`src/hw/scc_defs.svh`:
```
// Offsets, field positions, reset values for the switch capability config bank
`ifndef SCC_DEFS_SVH
`define SCC_DEFS_SVH
`define SCC_OFF_MSI_UADDR 8'h54
`define SCC_OFF_MSI_DATA 8'h58
`define SCC_OFF_PD 8'h5C
`define SCC_OFF_PD_DATA 8'h60
`define SCC_OFF_VENDOR 8'h64
`define SCC_OFF_SCR0 8'h68
`define SCC_OFF_SCR1 8'h6C
`define SCC_OFF_TIMER 8'h70
`define SCC_OFF_MSI_CTRL 8'h4C
`define SCC_PD_CAP_ID 8'h03
`define SCC_PD_NEXT 8'h64
`define SCC_VEND_CAP_ID 8'h09
`define SCC_VEND_NEXT 8'hB0
`define SCC_VEND_LEN 16'h0034
`define SCC_SCR0_RST 32'h0400_1060
`define SCC_SCR1_RST 32'h0400_0800
`define SCC_ZERO32 32'h0000_0000
`define SCC_MSI_DATA_W 16
`define SCC_PD_IDX_LSB 18
`define SCC_PD_IDX_MSB 23
`define SCC_PD_DIR_BIT 31
`define SCC_RPL_MSB 11
`define SCC_RPL_EN_BIT 12
`define SCC_PM_DIS_BIT 13
`define SCC_MSI_DIS_BIT 14
`define SCC_ACK_LSB 16
`define SCC_ACK_MSB 29
`define SCC_ACK_EN_BIT 30
`define SCC_VGA_BIT 31
`define SCC_MSI64_BIT 23
`define SCC_RPL_W 12
`define SCC_ACK_W 14
`define SCC_MSI64_RST 1'b1
`define SCC_VGA_RST 1'b1
`endif

```
`src/hw/scc_pkg.sv`:
```
// Types shared by the switch capability config bank
`default_nettype none
package scc_pkg;
  // One configuration access from the host
  typedef struct packed {
    logic rd;
    logic wr;
    logic [7:0] addr;
    logic [3:0] be;
    logic [31:0] wdata;
  } scc_cfg_req_type;
  // Default values presented by SMBus or EEPROM auto-load
  typedef struct packed {
    logic load;
    logic [11:0] rpl_val;
    logic rpl_en;
    logic pm_dis;
    logic msi_dis;
    logic [13:0] ack_val;
    logic ack_en;
  } scc_dflt_type;
  // Product-data EEPROM engine states
  typedef enum logic [1:0] {
    SCC_PD_IDLE = 2'b00,
    SCC_PD_BUSY = 2'b01,
    SCC_PD_DONE = 2'b11
  } scc_pd_state_type;
endpackage
`default_nettype wire

```
`src/hw/scc_config_regs.sv`:
```
// Capability configuration register bank of one switch port
//
// Summary of operation
// - The upper message address word is 32-bit read-write, resets to zero, used when 64-bit addressing is reported.
// - The message data is 16-bit read-write in the low half, reset to zero, upper half reserved.
// - The product-data header reads identifier 03h and next pointer 64h, read-only.
// - A six-bit read-write dword index at bits 23:18 resets to zero and addresses the next EEPROM cycle.
// - Writing 0 to bit 31 starts an EEPROM read, and bit 31 becomes 1 when it completes.
// - Writing 1 to bit 31 starts an EEPROM write, and bit 31 becomes 0 when it completes.
// - The vendor header reads identifier 09h in bits 7:0.
// - The vendor header next pointer reads B0h.
// - The vendor header bits 31:16 read the structure length 0034h.
// - With bit 12 set, the 12-bit user replay value replaces the built-in time-out; both reset to zero.
// - With bit 30 set, the 14-bit user ack value replaces the built-in latency; both reset to zero.
// - Timer override and capability-disable defaults can be replaced via SMBus or EEPROM auto-load.
// - Read-only bit 31 of the timer word resets to 1 and enables legacy VGA decode.
// - Two test words reset to 0400_1060h and 0400_0800h.
// - A read-only bit reporting 64-bit message address capability reads 1.
`timescale 1ns/100ps
`default_nettype none
`include "scc_defs.svh"
module scc_config_regs #(
  parameter int RPL_W = `SCC_RPL_W,
  parameter int ACK_W = `SCC_ACK_W,
  parameter logic [RPL_W-1:0] RPL_BUILTIN = '0,
  parameter logic [ACK_W-1:0] ACK_BUILTIN = '0
) (
  input wire logic core_clk,
  input wire logic rst_n,
  input wire scc_pkg::scc_cfg_req_type cfg_req,
  output logic [31:0] cfg_rdata,
  output logic cfg_ack,
  input wire scc_pkg::scc_dflt_type dflt,
  output logic ee_req,
  output logic ee_write,
  output logic [5:0] ee_dword_index,
  input wire logic ee_done,
  output logic [RPL_W-1:0] replay_timeout,
  output logic [ACK_W-1:0] ack_latency,
  output logic msi64_capable,
  output logic msi_upper_active,
  output logic vga_decode_en,
  output logic pm_cap_disable,
  output logic msi_cap_disable
);

  // ----------------------------------------------------------------
  // Reset synchroniser
  // ----------------------------------------------------------------
  logic rst_meta_ff;
  logic rst_sync_ff;
  // Release through two flops so all state leaves reset on one edge
  always_ff @(posedge core_clk or negedge rst_n) begin
    if (!rst_n) begin
      rst_meta_ff <= 1'b0;
      rst_sync_ff <= 1'b0;
    end else begin
      rst_meta_ff <= 1'b1;
      rst_sync_ff <= rst_meta_ff;
    end
  end

  // ----------------------------------------------------------------
  // Helpers
  // ----------------------------------------------------------------
  // Byte-enable merge used by every writable word
  function automatic logic [31:0] merge_be(input logic [31:0] old_v,
                                           input logic [31:0] new_v,
                                           input logic [3:0] be);
    logic [31:0] r;
    r = old_v;
    for (int i = 0; i < 4; i++) begin
      if (be[i]) begin
        r[i*8 +: 8] = new_v[i*8 +: 8];
      end
    end
    return r;
  endfunction

  function automatic logic hit(input scc_pkg::scc_cfg_req_type q,
                               input logic [7:0] off);
    return q.wr && (q.addr == off);
  endfunction

  logic [31:0] msi_uaddr_ff;
  logic [15:0] msi_data_ff;
  logic [5:0] pd_index_ff;
  logic product_data_direction_flag_ff;
  logic [31:0] scr0_ff;
  logic [31:0] scr1_ff;
  logic [RPL_W-1:0] rpl_val_ff;
  logic rpl_en_ff;
  logic pm_dis_ff;
  logic msi_dis_ff;
  logic [ACK_W-1:0] ack_val_ff;
  logic ack_en_ff;
  scc_pkg::scc_pd_state_type pd_state_ff;
  logic [31:0] wr_merged;
  logic [31:0] timer_word;
  logic [31:0] pd_word;
  logic [31:0] msi_data_merged;
  logic [31:0] timer_merged;
  logic [31:0] msi_ctrl_word;

  // ----------------------------------------------------------------
  // Message-signalled interrupt words
  // ----------------------------------------------------------------
  // Upper address is full 32-bit RW
  always_ff @(posedge core_clk or negedge rst_sync_ff) begin
    if (!rst_sync_ff) begin
      msi_uaddr_ff <= `SCC_ZERO32;
    end else if (hit(cfg_req, `SCC_OFF_MSI_UADDR)) begin
      msi_uaddr_ff <= merge_be(msi_uaddr_ff, cfg_req.wdata, cfg_req.be);
    end
  end

  // Only the low half is stored; upper bits are never kept
  always_ff @(posedge core_clk or negedge rst_sync_ff) begin
    if (!rst_sync_ff) begin
      msi_data_ff <= '0;
    end else if (hit(cfg_req, `SCC_OFF_MSI_DATA)) begin
      msi_data_ff <= msi_data_merged[`SCC_MSI_DATA_W-1:0];
    end
  end

  // Capability bit is hardwired; upper word only matters when it is set
  assign msi64_capable = `SCC_MSI64_RST;
  assign msi_upper_active = msi64_capable && (msi_uaddr_ff != `SCC_ZERO32);

  // ----------------------------------------------------------------
  // Product-data EEPROM handshake
  // ----------------------------------------------------------------
  // Merged write words; a function result cannot be part-selected directly
  assign wr_merged = merge_be(pd_word, cfg_req.wdata, cfg_req.be);
  assign msi_data_merged = merge_be({16'h0000, msi_data_ff}, cfg_req.wdata,
                                    cfg_req.be);
  assign timer_merged = merge_be(timer_word, cfg_req.wdata, cfg_req.be);

  // Index may be changed any time; a new write while busy restarts nothing
  always_ff @(posedge core_clk or negedge rst_sync_ff) begin
    if (!rst_sync_ff) begin
      pd_index_ff <= '0;
    end else if (hit(cfg_req, `SCC_OFF_PD) && cfg_req.be[2]) begin
      pd_index_ff <= wr_merged[`SCC_PD_IDX_MSB:`SCC_PD_IDX_LSB];
    end
  end

  // Byte 3 write launches a cycle when idle; completion flips the flag, a byte 3 write while busy is ignored
  always_ff @(posedge core_clk or negedge rst_sync_ff) begin
    if (!rst_sync_ff) begin
      pd_state_ff <= scc_pkg::SCC_PD_IDLE;
      product_data_direction_flag_ff <= 1'b0;
    end else begin
      unique case (pd_state_ff)
        scc_pkg::SCC_PD_IDLE: begin
          if (hit(cfg_req, `SCC_OFF_PD) && cfg_req.be[3]) begin
            product_data_direction_flag_ff <= cfg_req.wdata[`SCC_PD_DIR_BIT];
            pd_state_ff <= scc_pkg::SCC_PD_BUSY;
          end
        end
        scc_pkg::SCC_PD_BUSY: begin
          if (ee_done) begin
            // Read completes to 1, write completes to 0
            product_data_direction_flag_ff <= !product_data_direction_flag_ff;
            pd_state_ff <= scc_pkg::SCC_PD_DONE;
          end
        end
        scc_pkg::SCC_PD_DONE: begin
          pd_state_ff <= scc_pkg::SCC_PD_IDLE;
        end
        default: begin
          pd_state_ff <= scc_pkg::SCC_PD_IDLE;
        end
      endcase
    end
  end

  assign ee_req = (pd_state_ff == scc_pkg::SCC_PD_BUSY);
  assign ee_write = product_data_direction_flag_ff;
  assign ee_dword_index = pd_index_ff;

  // ----------------------------------------------------------------
  // Test scratch words
  // ----------------------------------------------------------------
  always_ff @(posedge core_clk or negedge rst_sync_ff) begin
    if (!rst_sync_ff) begin
      scr0_ff <= `SCC_SCR0_RST;
      scr1_ff <= `SCC_SCR1_RST;
    end else begin
      if (hit(cfg_req, `SCC_OFF_SCR0)) begin
        scr0_ff <= merge_be(scr0_ff, cfg_req.wdata, cfg_req.be);
      end
      if (hit(cfg_req, `SCC_OFF_SCR1)) begin
        scr1_ff <= merge_be(scr1_ff, cfg_req.wdata, cfg_req.be);
      end
    end
  end

  // ----------------------------------------------------------------
  // Timer overrides and capability disables
  // ----------------------------------------------------------------
  // Default load overrides a host write in the same cycle
  always_ff @(posedge core_clk or negedge rst_sync_ff) begin
    if (!rst_sync_ff) begin
      rpl_val_ff <= '0;
      rpl_en_ff <= 1'b0;
      ack_val_ff <= '0;
      ack_en_ff <= 1'b0;
    end else if (dflt.load) begin
      rpl_val_ff <= dflt.rpl_val[RPL_W-1:0];
      rpl_en_ff <= dflt.rpl_en;
      ack_val_ff <= dflt.ack_val[ACK_W-1:0];
      ack_en_ff <= dflt.ack_en;
    end else if (hit(cfg_req, `SCC_OFF_TIMER)) begin
      rpl_val_ff <= timer_merged[RPL_W-1:0];
      rpl_en_ff <= timer_merged[`SCC_RPL_EN_BIT];
      ack_val_ff <= timer_merged[`SCC_ACK_MSB:`SCC_ACK_LSB];
      ack_en_ff <= timer_merged[`SCC_ACK_EN_BIT];
    end
  end

  // Host writes never touch the disables
  always_ff @(posedge core_clk or negedge rst_sync_ff) begin
    if (!rst_sync_ff) begin
      pm_dis_ff <= 1'b0;
      msi_dis_ff <= 1'b0;
    end else if (dflt.load) begin
      pm_dis_ff <= dflt.pm_dis;
      msi_dis_ff <= dflt.msi_dis;
    end
  end

  // Override selection feeding the link layer
  assign replay_timeout = rpl_en_ff ? rpl_val_ff : RPL_BUILTIN;
  assign ack_latency = ack_en_ff ? ack_val_ff : ACK_BUILTIN;
  assign vga_decode_en = `SCC_VGA_RST;
  assign pm_cap_disable = pm_dis_ff;
  assign msi_cap_disable = msi_dis_ff;

  // ----------------------------------------------------------------
  // Read assembly
  // ----------------------------------------------------------------
  always_comb begin
    timer_word = '0;
    timer_word[`SCC_RPL_MSB:0] = rpl_val_ff;
    timer_word[`SCC_RPL_EN_BIT] = rpl_en_ff;
    timer_word[`SCC_PM_DIS_BIT] = pm_dis_ff;
    timer_word[`SCC_MSI_DIS_BIT] = msi_dis_ff;
    timer_word[`SCC_ACK_MSB:`SCC_ACK_LSB] = ack_val_ff;
    timer_word[`SCC_ACK_EN_BIT] = ack_en_ff;
    timer_word[`SCC_VGA_BIT] = vga_decode_en;
  end

  // Only the 64-bit capable flag of the control word is modelled
  always_comb begin
    msi_ctrl_word = '0;
    msi_ctrl_word[`SCC_MSI64_BIT] = msi64_capable;
  end

  always_comb begin
    pd_word = '0;
    pd_word[7:0] = `SCC_PD_CAP_ID;
    pd_word[15:8] = `SCC_PD_NEXT;
    pd_word[`SCC_PD_IDX_MSB:`SCC_PD_IDX_LSB] = pd_index_ff;
    pd_word[`SCC_PD_DIR_BIT] = product_data_direction_flag_ff;
  end

  // Registered read data; unknown offsets read zero
  always_ff @(posedge core_clk or negedge rst_sync_ff) begin
    if (!rst_sync_ff) begin
      cfg_rdata <= `SCC_ZERO32;
      cfg_ack <= 1'b0;
    end else begin
      cfg_ack <= cfg_req.rd || cfg_req.wr;
      if (cfg_req.rd) begin
        unique case (cfg_req.addr)
          `SCC_OFF_MSI_CTRL: cfg_rdata <= msi_ctrl_word;
          `SCC_OFF_MSI_UADDR: cfg_rdata <= msi_uaddr_ff;
          `SCC_OFF_MSI_DATA: cfg_rdata <= {16'h0000, msi_data_ff};
          `SCC_OFF_PD: cfg_rdata <= pd_word;
          `SCC_OFF_VENDOR: cfg_rdata <= {`SCC_VEND_LEN, `SCC_VEND_NEXT,
                                         `SCC_VEND_CAP_ID};
          `SCC_OFF_SCR0: cfg_rdata <= scr0_ff;
          `SCC_OFF_SCR1: cfg_rdata <= scr1_ff;
          `SCC_OFF_TIMER: cfg_rdata <= timer_word;
          default: cfg_rdata <= `SCC_ZERO32;
        endcase
      end
    end
  end
endmodule
`default_nettype wire

```
`config.mk`:
```
export PLATFORM = sky130hd
export DESIGN_NAME = scc_config_regs
export DESIGN_NICKNAME = d
export VERILOG_FILES = /design/src/hw/scc_pkg.sv /design/src/hw/scc_config_regs.sv
export VERILOG_INCLUDE_DIRS = /design/src /design/src/hw
export SDC_FILE = /design/constraint.sdc
export NUM_CORES = 1
export LEC_CHECK = 0
export BUFFER_PORTS_ARGS = -buffer_cell sky130_fd_sc_hd__buf_2
export CAP_MARGIN = 10
export CORE_ASPECT_RATIO = 1.1
export CORE_MARGIN = 2
export CORE_UTILIZATION = 45
export CTS_BUF_LIST = sky130_fd_sc_hd__clkbuf_4
export DETAILED_ROUTE_END_ITERATION = 7
export PLACE_DENSITY = 0.66
export SETUP_SLACK_MARGIN = 0.02
export SLEW_MARGIN = 20
export SYNTH_ARGS = -nofsm -noshare
export SYNTH_HDL_FRONTEND = slang
export SYNTH_SLANG_ARGS = --single-unit
```
`constraint.sdc`:
```
create_clock -name core_clk -period 13.7 [get_ports core_clk]
set_input_delay 2.74 -clock core_clk [delete_from_list [all_inputs] [get_ports core_clk]]
set_output_delay 2.74 -clock core_clk [all_outputs]
set_load 0.1 [all_outputs]
```
**After elaboration in Yosys (flattened, before gate mapping)**

Index checks and enable logic that the tools add are counted.

- Eq/ne operators: 11
- Reductions and logical operators: 39
- Mux-type cells: 21

Operator list:

| kind | number |
|---|---|
| $pmux 32 s8 | 1 |
| $eq 8x7->1 const B | 8 |
| $mux 14 | 3 |
| $reduce_and 2->1 | 20 |
| $mux 12 | 3 |
| $reduce_bool 32->1 | 1 |
| $mux 8 | 2 |
| $reduce_bool 2->1 | 6 |
| $logic_and 1x1->1 | 8 |
| $mux 7 | 1 |
| $mux 1 | 6 |
| $mux 5 | 1 |
| $mux 2 | 2 |
| $pmux 2 s2 | 1 |
| $reduce_and 3->1 | 1 |
| $eq 2x1->1 const B | 1 |
| $logic_not 2->1 | 1 |
| $ne 2x1->1 const B | 1 |
| $ne 2x2->1 const B | 1 |
| $pmux 1 s2 | 1 |
| $logic_not 1->1 | 1 |
| $logic_or 1x1->1 | 1 |

- Output and inout port bits: 72
- Bits in registers: 186
- Logic and storage cells: 100

**Depth between registers and ports, before layout**

Gate-level depths: netlist of run 1.

- Depth in word-level cells: 5
- Gate-level depth with buffers: 7
- Mapped depth without buffers: 4

**Worst setup path before layout of run 1**

Ideal clock, no wire load.

- Kind: reg-to-output
- Start point: register pd_state_ff[1]
- End point: output ee_req
- Setup slack: 9.207 ns
- Path buffers: 0
- Required time: 10.960 ns
- Arrival time: 1.753 ns
- Stages on the path, launching flop included: 2
- Cell sequence: dfrtp_1 nor2b_1

- Word-level cells in the longest chain between the ends: 1

Ends and longest elaborated chain:

| element | RTL line | text |
|---|---|---|
| from (decl) | scc_config_regs.sv:97 | `scc_pkg::scc_pd_state_type pd_state_ff;` |
| from (signal assigned) | scc_config_regs.sv:151 | `pd_state_ff <= scc_pkg::SCC_PD_IDLE;` |
| from (signal assigned) | scc_config_regs.sv:158 | `pd_state_ff <= scc_pkg::SCC_PD_BUSY;` |
| from (signal assigned) | scc_config_regs.sv:165 | `pd_state_ff <= scc_pkg::SCC_PD_DONE;` |
| $eq 2x1->1 | scc_config_regs.sv:178 | `assign ee_req = (pd_state_ff == scc_pkg::SCC_PD_BUSY);` |
| to (decl) | scc_config_regs.sv:34 | `output logic ee_req,` |

Every way passes these cells.

**Final worst setup path of run 1**

- Start point: register msi_uaddr_ff[11]
- End point: output msi_upper_active

- Word-level cells in the longest chain between the ends: 1

Ends and longest elaborated chain:

| element | RTL line | text |
|---|---|---|
| from (decl) | scc_config_regs.sv:85 | `logic [31:0] msi_uaddr_ff;` |
| from (signal assigned) | scc_config_regs.sv:111 | `` msi_uaddr_ff <= `SCC_ZERO32; `` |
| from (signal assigned) | scc_config_regs.sv:113 | `msi_uaddr_ff <= merge_be(msi_uaddr_ff, cfg_req.wdata, cfg_req.be);` |
| $reduce_bool 32->1 (no source line) | n/a |  |
| to (decl) | scc_config_regs.sv:41 | `output logic msi_upper_active,` |

Every way passes these cells.

==> results.json, run 1 <==
{
  "r2r_slack_ps": 11700,
  "drive_gt1_share_pct": 32.14,
  "portBuffers": 149,
  "synth-xor-area-share_pct": 0,
  "outcome": "completed",
  "final_common_cell": "dfrtp_1",
  "dpl.hpwl_um": 18800,
  "gp_congestion": 0.8245,
  "hp-class": "register to async pin",
  "postCtsSetupRepairBufs": 0,
  "post_cts_resized": 0,
  "worstPathRequired_ps": 10960,
  "netlist_area_um2": 9286,
  "wl_met1_um": 11560,
  "cts_tree": "yes",
  "yosysTopAreaCell": "dfrtp_1",
  "die_area_um2": 21800,
  "maxSlewHeadroom_pct": 32.24,
  "grt_max_degree": 52,
  "synthArstFlopShare_pct": 100.0,
  "setup_viol": 0,
  "synth_ff_type": "dfrtp_1",
  "cts_sinks": 186,
  "grtUsageTotal_pct": 25.37,
  "overflow": 0,
  "finClkSkew_ps": 18.38,
  "via_per_inst": 6.191,
  "post-route-period-util_pct": 37.79,
  "firstDrtPassIters": 5,
  "cts_made_buffers": 17,
  "hold_viol_final": 0,
  "place_ws_ps": 8201,
  "cts-root-buf": "clkbuf_4",
  "first_iter_violations": 522,
  "ys_types": 72,
  "final_cell_area_um2": 10480,
  "rsz0062_at_grt": "false",
  "wl_met3_um": 1851,
  "tns_ps": 0,
  "hold_buffers": 0,
  "crit_family": "simple AND/OR/NAND/NOR gates",
  "start_util_pct": 45.44,
  "path_class": "register to output pin",
  "worstMarginPinSlew_ps": 1009,
  "fin_crit_ps": 5178,
  "met2_length_um": 12940,
  "synth_top_family_by_area": "simple AND/OR/NAND/NOR gates",
  "grt_pass1_wl_um": 41950,
  "post_synth.cell_area_avg_um2": 11.89,
  "p_switching_mw": 0.3742,
  "die_h_um": 154.7,
  "synth_edf_count": 0,
  "p_leak_nw": 5.042,
  "fillers": 1874,
  "switching_share_pct": 34.60,
  "power.density_nw_per_um2": 103.2,
  "syn_inst": 781,
  "fin_util_pct": 51.29,
  "wl_um": 27150,
  "mostFrequentLayoutCells": "179 x dfrtp_1, 149 x buf_2, 67 x mux2_2",
  "synth_compound_area_share_pct": 13.70,
  "drc": 0,
  "wl_per_cell_um": 23.03,
  "drv_slew": 0,
  "muxShareOfSynthArea_pct": 14.74,
  "rows": 55,
  "grt_pass1_vias": 7115,
  "ys_seq_area_share_pct": 50.20,
  "area_growth_pct": 12.88,
  "yosysWarnings": 0,
  "crit_buf_inv": 1,
  "clock.fmax_mhz": 193.1,
  "clk_pin_slew_worst_paths_ps": 160,
  "clk_latency_ps": 610,
  "final_nets": 988,
  "final_antenna_net_count": 0,
  "coreArea_um2": 20440,
  "yosys-top-cells-area": "dfrtp_1 49%, mux2_2 8.1%, mux2_1 5.2%",
  "crit_path_max_fanout": 3,
  "top_layer": "met4",
  "cp_cell_sequence": "nor4_1, nand4_1, or2_2, buf_2",
  "vias": 7299,
  "cp_slowest_stage_delay_ps": 490,
  "max-cap-violations": 0,
  "synth-simple-area-share_pct": 16.98,
  "die_w_um": 141.0,
  "htreeDepth": 4,
  "start_kind": "register",
  "crit_path_end_kind": "output pin",
  "synth.top_cell.area_share_pct": 48.50,
  "arrival_ps": 2440,
  "power_frac_comb_pct": 17.6,
  "clock_power_share_pct": 27.8,
  "antenna_found_initial": 3,
  "ys_ff_latch": 186,
  "peakVddDrop_v": 0.00006545,
  "io_pins": 152,
  "clockBufferDepth": 2,
  "synth_fa_ha_area_share_pct": 0,
  "finalWorstSetupSlack_ps": 8522,
  "p_int_mw": 0.7072,
  "seqPwrFrac_pct": 54.6,
  "placedInstanceArea_um2": 10210,
  "slowest_stage": "nor4_1"
}
-- stage by stage --
| stage | cells | hold slack, ps | power (mW) |
|---|---|---|---|
| 2_1_floorplan | 783 | 331.2 | 0.7343 |
| 3_3_place_gp | 1145 | 337.3 | 0.7883 |
| 3_5_place_dp | 1145 | 336.5 | 0.7905 |
| 4_1_cts | 1177 | 373.3 | 1.087 |
| 5_1_grt | 1179 | 390.1 | 1.124 |
| 6_report | 1179 | 347.8 | 1.081 |
-- registers in the layout, summed over array words and instances, names as in the netlist --
name             flops
cfg_rdata           32
msi_uaddr_ff        32
scr0_ff             32
scr1_ff             32
msi_data_ff         16
ack_val_ff          14
rpl_val_ff          12
ee_dword_index       6
pd_state_ff          2
ack_en_ff            1
cfg_ack              1
ee_write             1
msi_cap_disable      1
pm_cap_disable       1
rpl_en_ff            1
rst_meta_ff          1
rst_sync_ff          1
-- cell families (layout without fill, tap and decap cells) --
group	Yosys count	after routing
other cells	1	5
compound gates	153	153
mux	123	123
flops	186	186
simple gates	224	224
buf+inv	94	232
-- per-layer routing --
metal / GRT usage (%) / up-vias
li1: - / 3232
met5: 0 / -
met2: 41.14 / 330
met4: 9.190 / 0
met3: 4.861 / 61
met1: 34.15 / 3676
-- worst paths after layout --
path	end	startpoint	cells after the start
worst max-delay path	msi_upper_active	msi_uaddr_ff[11]$_DFFE_PN0P_	4
worst min-delay path	msi_uaddr_ff[26]$_DFFE_PN0P_	rst_sync_ff$_DFF_PN0_	0
worst max register to register	msi_data_ff[10]$_DFFE_PN0P_	rst_sync_ff$_DFF_PN0_	2
worst min register to register	msi_uaddr_ff[26]$_DFFE_PN0P_	rst_sync_ff$_DFF_PN0_	0
max in group asynchronous	msi_data_ff[10]$_DFFE_PN0P_	rst_sync_ff$_DFF_PN0_	2
min in group core_clk	rst_sync_ff$_DFF_PN0_	rst_meta_ff$_DFF_PN0_	0
-- power by group through the flow --
stage	Combinational, mW	Clock [mW]	Sequential [mW]
finish	0.190	0.301	0.590
global route	0.200	0.330	0.594
CTS	0.190	0.306	0.590
detailed placement	0.190	0	0.601
global placement	0.188	0	0.600
floorplan	0.117	0	0.617
-- cell usage after synthesis (all sizes together) (2+ instances only) --
cell type,count
nand3b,6
dfrtp,180
nor3,15
o41ai,3
o221ai,19
nand2,37
o2bb2ai,10
or2,3
and2,31
nor3b,3
o311ai,3
nor2,22
o221a,7
nor4,22
nand2b,13
a32o,2
a32oi,6
a221o,17
dfstp,6
mux2i,13
nor4b,2
a31oi,8
nand4,7
nand4bb,3
o211ai,11
and4,16
and3,28
or4b,2
a211oi,4
o32ai,4
a22o,6
o21ai,16
mux2,110
a222oi,9
inv,39
buf,28
a21oi,5
nor2b,6
or3b,3
a221oi,14
and4bb,2
a22oi,3
clkbuf,27
-- layout make-up --
class	count	area [um2]	share of cell area (%)
well taps	256	320.3	3.056
repair buffers	161	835.8	7.973
flip-flops and latches	186	4666	44.51
inverters	39	146.4	1.397
clock inverters	15	137.6	1.313
diodes	2	5.005	0.04774
clock buffers	17	127.6	1.217
multi-input cells	503	4244	40.49
Note: power is estimated with default switching activity, not from simulation.
==> run 2: changes to the inputs <==
==> constraint.sdc (replaced) <==
create_clock -name core_clk -period 5.02 [get_ports core_clk]
set_input_delay 1.004 -clock core_clk [delete_from_list [all_inputs] [get_ports core_clk]]
set_output_delay 1.004 -clock core_clk [all_outputs]
set_load 0.1 [all_outputs]
==> run 2 against run 1 <==
  * Non-clock buffer count rose by 1
  * Via count unchanged
  * Final area rose by 0.13%
  * Clock-buffer cell count unchanged
  * Critical endpoint unchanged
  * Largest cell class unchanged
==> results.json, run 2 (synthesis gave the netlist of run 1 again) <==
{
  "place_ws_ps": 1333,
  "post-route-period-util_pct": 67.22,
  "setup_viol": 0,
  "power.density_nw_per_um2": 278.2,
  "r2r_slack_ps": 3540,
  "drc": 0,
  "io_pins": 152,
  "outcome": "completed",
  "hp-class": "primary input to async pin",
  "p_leak_nw": 5.033,
  "peakVddDrop_v": 0.0001544,
  "drive_gt1_share_pct": 32.32,
  "area_growth_pct": 13.03,
  "vias": 7299,
  "regToRegEndpoint": "cfg_rdata[13]$_DFFE_PN0P_",
  "hold_buffers": 0,
  "antenna_found_initial": 1,
  "via_per_inst": 6.186,
  "fin_util_pct": 51.36,
  "total_power_mw": 2.920,
  "hold_viol_final": 0,
  "first_iter_violations": 446,
  "crit_path_max_fanout": 3,
  "max-cap-violations": 0,
  "start_kind": "register",
  "cts_made_buffers": 17,
  "overflow": 0,
  "grt_pass1_wl_um": 42190,
  "finalWorstSetupSlack_ps": 1646,
  "worstPathRequired_ps": 4020,
  "grtUsageTotal_pct": 25.28,
  "final_common_cell": "dfrtp_1",
  "clk_pin_slew_worst_paths_ps": 160,
  "portBuffers": 149,
  "final_cells": 1180,
  "grt_pass1_vias": 7187,
  "postCtsSetupRepairBufs": 0,
  "crit_path_end_kind": "output pin",
  "rows": 55,
  "htreeDepth": 4,
  "wl_um": 27220,
  "cts-root-buf": "clkbuf_4",
  "cts_sinks": 186,
  "wl_per_cell_um": 23.07,
  "clk_latency_ps": 610,
  "die_h_um": 154.7,
  "post_cts_resized": 0,
  "tns_ps": 0,
  "cts_tree": "yes",
  "grt_max_degree": 95,
  "placedCellCount": 1146,
  "clockBufferDepth": 2,
  "mostFrequentLayoutCells": "179 x dfrtp_1, 149 x buf_2, 67 x mux2_2",
  "clock.fmax_mhz": 296.3,
  "coreArea_um2": 20440,
  "finClkSkew_ps": 22.91,
  "drv_slew": 0,
  "die_area_um2": 21800,
  "firstDrtPassIters": 8,
  "reg2regPathDepth": 4,
  "die_w_um": 141.0,
  "maxSlewHeadroom_pct": 31.98,
  "start_util_pct": 45.44,
  "final_antenna_net_count": 0,
  "r2r-start": "scr0_ff[13]$_DFFE_PN0P_",
  "path_class": "register to output pin",
  "worstMarginPinSlew_ps": 1013,
  "dpl.hpwl_um": 18570,
  "gp_congestion": 0.8531,
  "final_nets": 989,
  "fin_crit_ps": 3374,
  "rsz0062_at_grt": "false",
  "arrival_ps": 2370
}
==> run 2: cell count changes in the layout (fill, tap and decap cells not counted), sizes merged <==
cell / previous run / this run
clkinv: 5 / 2
buf: 161 / 162
clkinvlp: 1 / 5
bufinv: 1 / 0
==> run 2: stage by stage <==
step | hold WS [ps] | area, um2
finish | 146.6 | 10500
global route | 102.0 | 10500
CTS | 106.1 | 10490
detailed placement | 280.1 | 10230
global placement | 273.6 | 10230
floorplan | 331.1 | 9295
==> run 2: worst max-delay path: stages (launching register included) <==
cell and delay [ps]:
dfrtp_1 430, nor4_1 460, nand4_1 240, or2_2 350, buf_2 300
==> run 2: where the power goes <==
part / leakage (nW) / switching [mW] / internal (mW) / total, mW
sequential: 2.44 / 0.0537 / 1.55 / 1.61
clock: 0.129 / 0.575 / 0.214 / 0.789
combinational: 2.46 / 0.403 / 0.119 / 0.523
total: 5.03 / 1.03 / 1.89 / 2.92
==> run 2: layout make-up <==
| cell class | count | area (um2) |
|---|---|---|
| clock inverters | 15 | 131.4 |
| inverters | 39 | 146.4 |
| flip-flops and latches | 186 | 4666 |
| well taps | 256 | 320.3 |
| multi-input cells | 503 | 4244 |
| repair buffers | 162 | 855.8 |
| fillers | 1857 | 9942 |
| diodes | 2 | 5.005 |
| clock buffers | 17 | 127.6 |
==> run 2: how the worst max path moves through the flow <==
stage | slack, ps | end | start
after floorplan | 1960 | ack_en_ff$_DFFE_PN0P_ | rst_sync_ff$_DFF_PN0_
after global placement | 1420 | ack_val_ff[7]$_DFFE_PN0P_ | cfg_req[41]
after global routing | 1540 | msi_upper_active | msi_uaddr_ff[11]$_DFFE_PN0P_
final | 1650 | msi_upper_active | msi_uaddr_ff[11]$_DFFE_PN0P_
after detailed placement | 1330 | ack_val_ff[13]$_DFFE_PN0P_ | cfg_req[41]
after CTS | 1650 | msi_upper_active | msi_uaddr_ff[11]$_DFFE_PN0P_
==> run 2: per-layer routing <==
metal | wire (um) | part of all wire [%] | up-vias | GRT usage (%)
met5 | 0 | 0 | - | 0
li1 | - | - | 3243 | -
met3 | 1611 | 5.9 | 42 | 4.644
met2 | 13220 | 49 | 307 | 41.84
met1 | 11940 | 44 | 3707 | 34.34
met4 | 456 | 1.7 | 0 | 7.000
==> run 3: changes to the inputs <==
--- a/config.mk
+++ b/config.mk
@@ -13,7 +13,7 @@
 export CORE_UTILIZATION = 45
 export CTS_BUF_LIST = sky130_fd_sc_hd__clkbuf_4
 export DETAILED_ROUTE_END_ITERATION = 7
-export PLACE_DENSITY = 0.66
+export PLACE_DENSITY = 0.68
 export SETUP_SLACK_MARGIN = 0.02
 export SLEW_MARGIN = 20
 export SYNTH_ARGS = -nofsm -noshare
==> constraint.sdc (replaced) <==
create_clock -name core_clk -period 3 [get_ports core_clk]
set_input_delay 0.6 -clock core_clk [delete_from_list [all_inputs] [get_ports core_clk]]
set_output_delay 0.6 -clock core_clk [all_outputs]
set_load 0.1 [all_outputs]
==> run 3 against run 2 <==
  * Final area rose by 2.6%
  * Clock-buffer cell count did not move
  * Total power rose by 73%
  * Global-route usage rose by 0.30 points
  * Sequential share of layout area fell by 1.1 points
  * Clock power rose by 86%
  * Die area did not move
  * Critical endpoint unchanged
==> results.json, run 3 (synthesis gave the netlist of run 1 again) <==
{
  "postCtsSetupRepairBufs": 0,
  "gp_congestion": 0.8319,
  "drv_slew": 0,
  "finClkSkew_ps": 34.96,
  "cts_sinks": 186,
  "overflow": 0,
  "area_growth_pct": 16.02,
  "power_frac_comb_pct": 17.7,
  "worstMarginPinSlew_ps": 781.4,
  "worstPathRequired_ps": 2400,
  "endpoint": "msi_upper_active",
  "clockBufferDepth": 2,
  "grt_max_degree": 81,
  "cts_tree": "yes",
  "post-route-period-util_pct": 93.89,
  "antenna_found_initial": 1,
  "final_antenna_net_count": 0,
  "path_class": "register to output pin",
  "finalWorstSetupSlack_ps": 183.4,
  "seqPwrFrac_pct": 53.2,
  "p_switching_mw": 1.772,
  "start_util_pct": 45.44,
  "rows": 55,
  "cts_made_buffers": 17,
  "grt_pass1_wl_um": 42740,
  "setup_viol": 0,
  "place_ws_ps": 422.3,
  "die_w_um": 141.0,
  "vias": 7430,
  "r2r_slack_ps": 1550,
  "maxSlewHeadroom_pct": 47.66,
  "clk_latency_ps": 610,
  "htreeDepth": 4,
  "crit_path_max_fanout": 3,
  "drc": 0,
  "hold_viol_final": 0,
  "drive_gt1_share_pct": 34.21,
  "outcome": "completed",
  "grt_pass1_vias": 7335,
  "clock_power_share_pct": 29.0,
  "final_nets": 1014,
  "clock.fmax_mhz": 355.0,
  "placedInstanceArea_um2": 10430,
  "wl_per_cell_um": 22.79,
  "max-cap-violations": 0,
  "io_pins": 152,
  "final_cell_area_um2": 10770,
  "mostFrequentLayoutCells": "179 x dfrtp_1, 148 x buf_2, 67 x mux2_2",
  "p_int_mw": 3.283,
  "rsz0062_at_grt": "false",
  "switching_share_pct": 35.05,
  "portBuffers": 149,
  "crit_path_end_kind": "output pin",
  "hp-class": "primary input to register",
  "regToRegEndpoint": "cfg_rdata[13]$_DFFE_PN0P_",
  "fin_crit_ps": 2817,
  "reg2regPathDepth": 4,
  "fillers": 1788,
  "r2r-start": "scr0_ff[13]$_DFFE_PN0P_",
  "final_common_cell": "dfrtp_1",
  "via_per_inst": 6.166,
  "tns_ps": 0,
  "wl_um": 27460,
  "first_iter_violations": 676,
  "peakVddDrop_v": 0.0003475,
  "die_area_um2": 21800,
  "power.density_nw_per_um2": 469.2,
  "start_kind": "register",
  "dpl.hpwl_um": 19440,
  "clk_pin_slew_worst_paths_ps": 170,
  "cts-root-buf": "clkbuf_4",
  "arrival_ps": 2220,
  "firstDrtPassIters": 5,
  "die_h_um": 154.7,
  "coreArea_um2": 20440,
  "critPathLaunch": "msi_uaddr_ff[12]$_DFFE_PN0P_",
  "p_leak_nw": 5.205,
  "grtUsageTotal_pct": 25.58
}
-- run 3: cell count changes in the layout (fill, tap and decap cells not counted), sizes merged --
cell,delta
clkbuf,+1
clkinv,+4
buf,+23
clkinvlp,-4
dlygate4sd3,+1
inv,-1
bufinv,+1
-- run 3: metal layers --
metal	global-route usage, %	vias to the layer above	part of all wire, %
met3	4.768	48	7.2
li1	-	3294	-
met2	40.30	383	47
met5	0	-	0
met1	35.43	3705	43
met4	9.524	0	2.6
-- run 3: worst min path at each step --
stage / cells after the start / slack (ps) / end / startpoint
3_5_place_dp: 0 / 320 / msi_uaddr_ff[27]$_DFFE_PN0P_ / rst_sync_ff$_DFF_PN0_
5_1_grt: 3 / 150 / ack_val_ff[1]$_DFFE_PN0P_ / dflt[2]
3_3_place_gp: 0 / 310 / msi_uaddr_ff[27]$_DFFE_PN0P_ / rst_sync_ff$_DFF_PN0_
2_1_floorplan: 0 / 300 / rst_meta_ff$_DFF_PN0_ / rst_n
6_report: 3 / 180 / ack_val_ff[1]$_DFFE_PN0P_ / dflt[2]
4_1_cts: 3 / 140 / ack_val_ff[1]$_DFFE_PN0P_ / dflt[2]
-- run 3: repair_timing --
item,CTS,global route
endpoints found under the hold margin,2,0
resized for setup,0,4
hold buffers,1,0
endpoints found under the setup margin,0,1
-- run 3: power groups by stage --
| stage | combinational, mW | clock (mW) | sequential [mW] |
|---|---|---|---|
| after floorplan | 0.536 | 0 | 2.82 |
| after global placement | 0.880 | 0 | 2.74 |
| after CTS | 0.890 | 1.49 | 2.69 |
| after detailed placement | 0.887 | 0 | 2.74 |
| after global routing | 0.942 | 1.60 | 2.71 |
| final | 0.897 | 1.47 | 2.69 |
-- run 3: final cells by class --
class / count / area (um2) / share of cell area (%)
Sequential cell: 186 / 4666 / 43.30
Tap cell: 256 / 320.3 / 2.973
Antenna cell: 2 / 5.005 / 0.04645
Clock buffer: 17 / 127.6 / 1.185
Inverter: 39 / 146.4 / 1.359
Multi-Input combinational cell: 503 / 4257 / 39.51
Timing Repair Buffer: 187 / 1074 / 9.964
Clock inverter: 15 / 178.9 / 1.661
-- run 3: critical path, cell delays in order (launching register included) --
cell	delay (ps)
dfrtp_1	470
nor4_4	300
nand4_1	220
or2_2	350
clkbuf_4	290
-- run 3: stage by stage --
step / cells / util [%] / power [mW] / hold slack [ps]
6_report: 1205 / 52.72 / 5.055 / 179.4
5_1_grt: 1204 / 52.70 / 5.247 / 148.1
4_1_cts: 1203 / 52.57 / 5.067 / 141.6
3_5_place_dp: 1170 / 51.03 / 3.626 / 316.5
3_3_place_gp: 1170 / 51.03 / 3.617 / 311.8
2_1_floorplan: 783 / - / 3.353 / 304.4
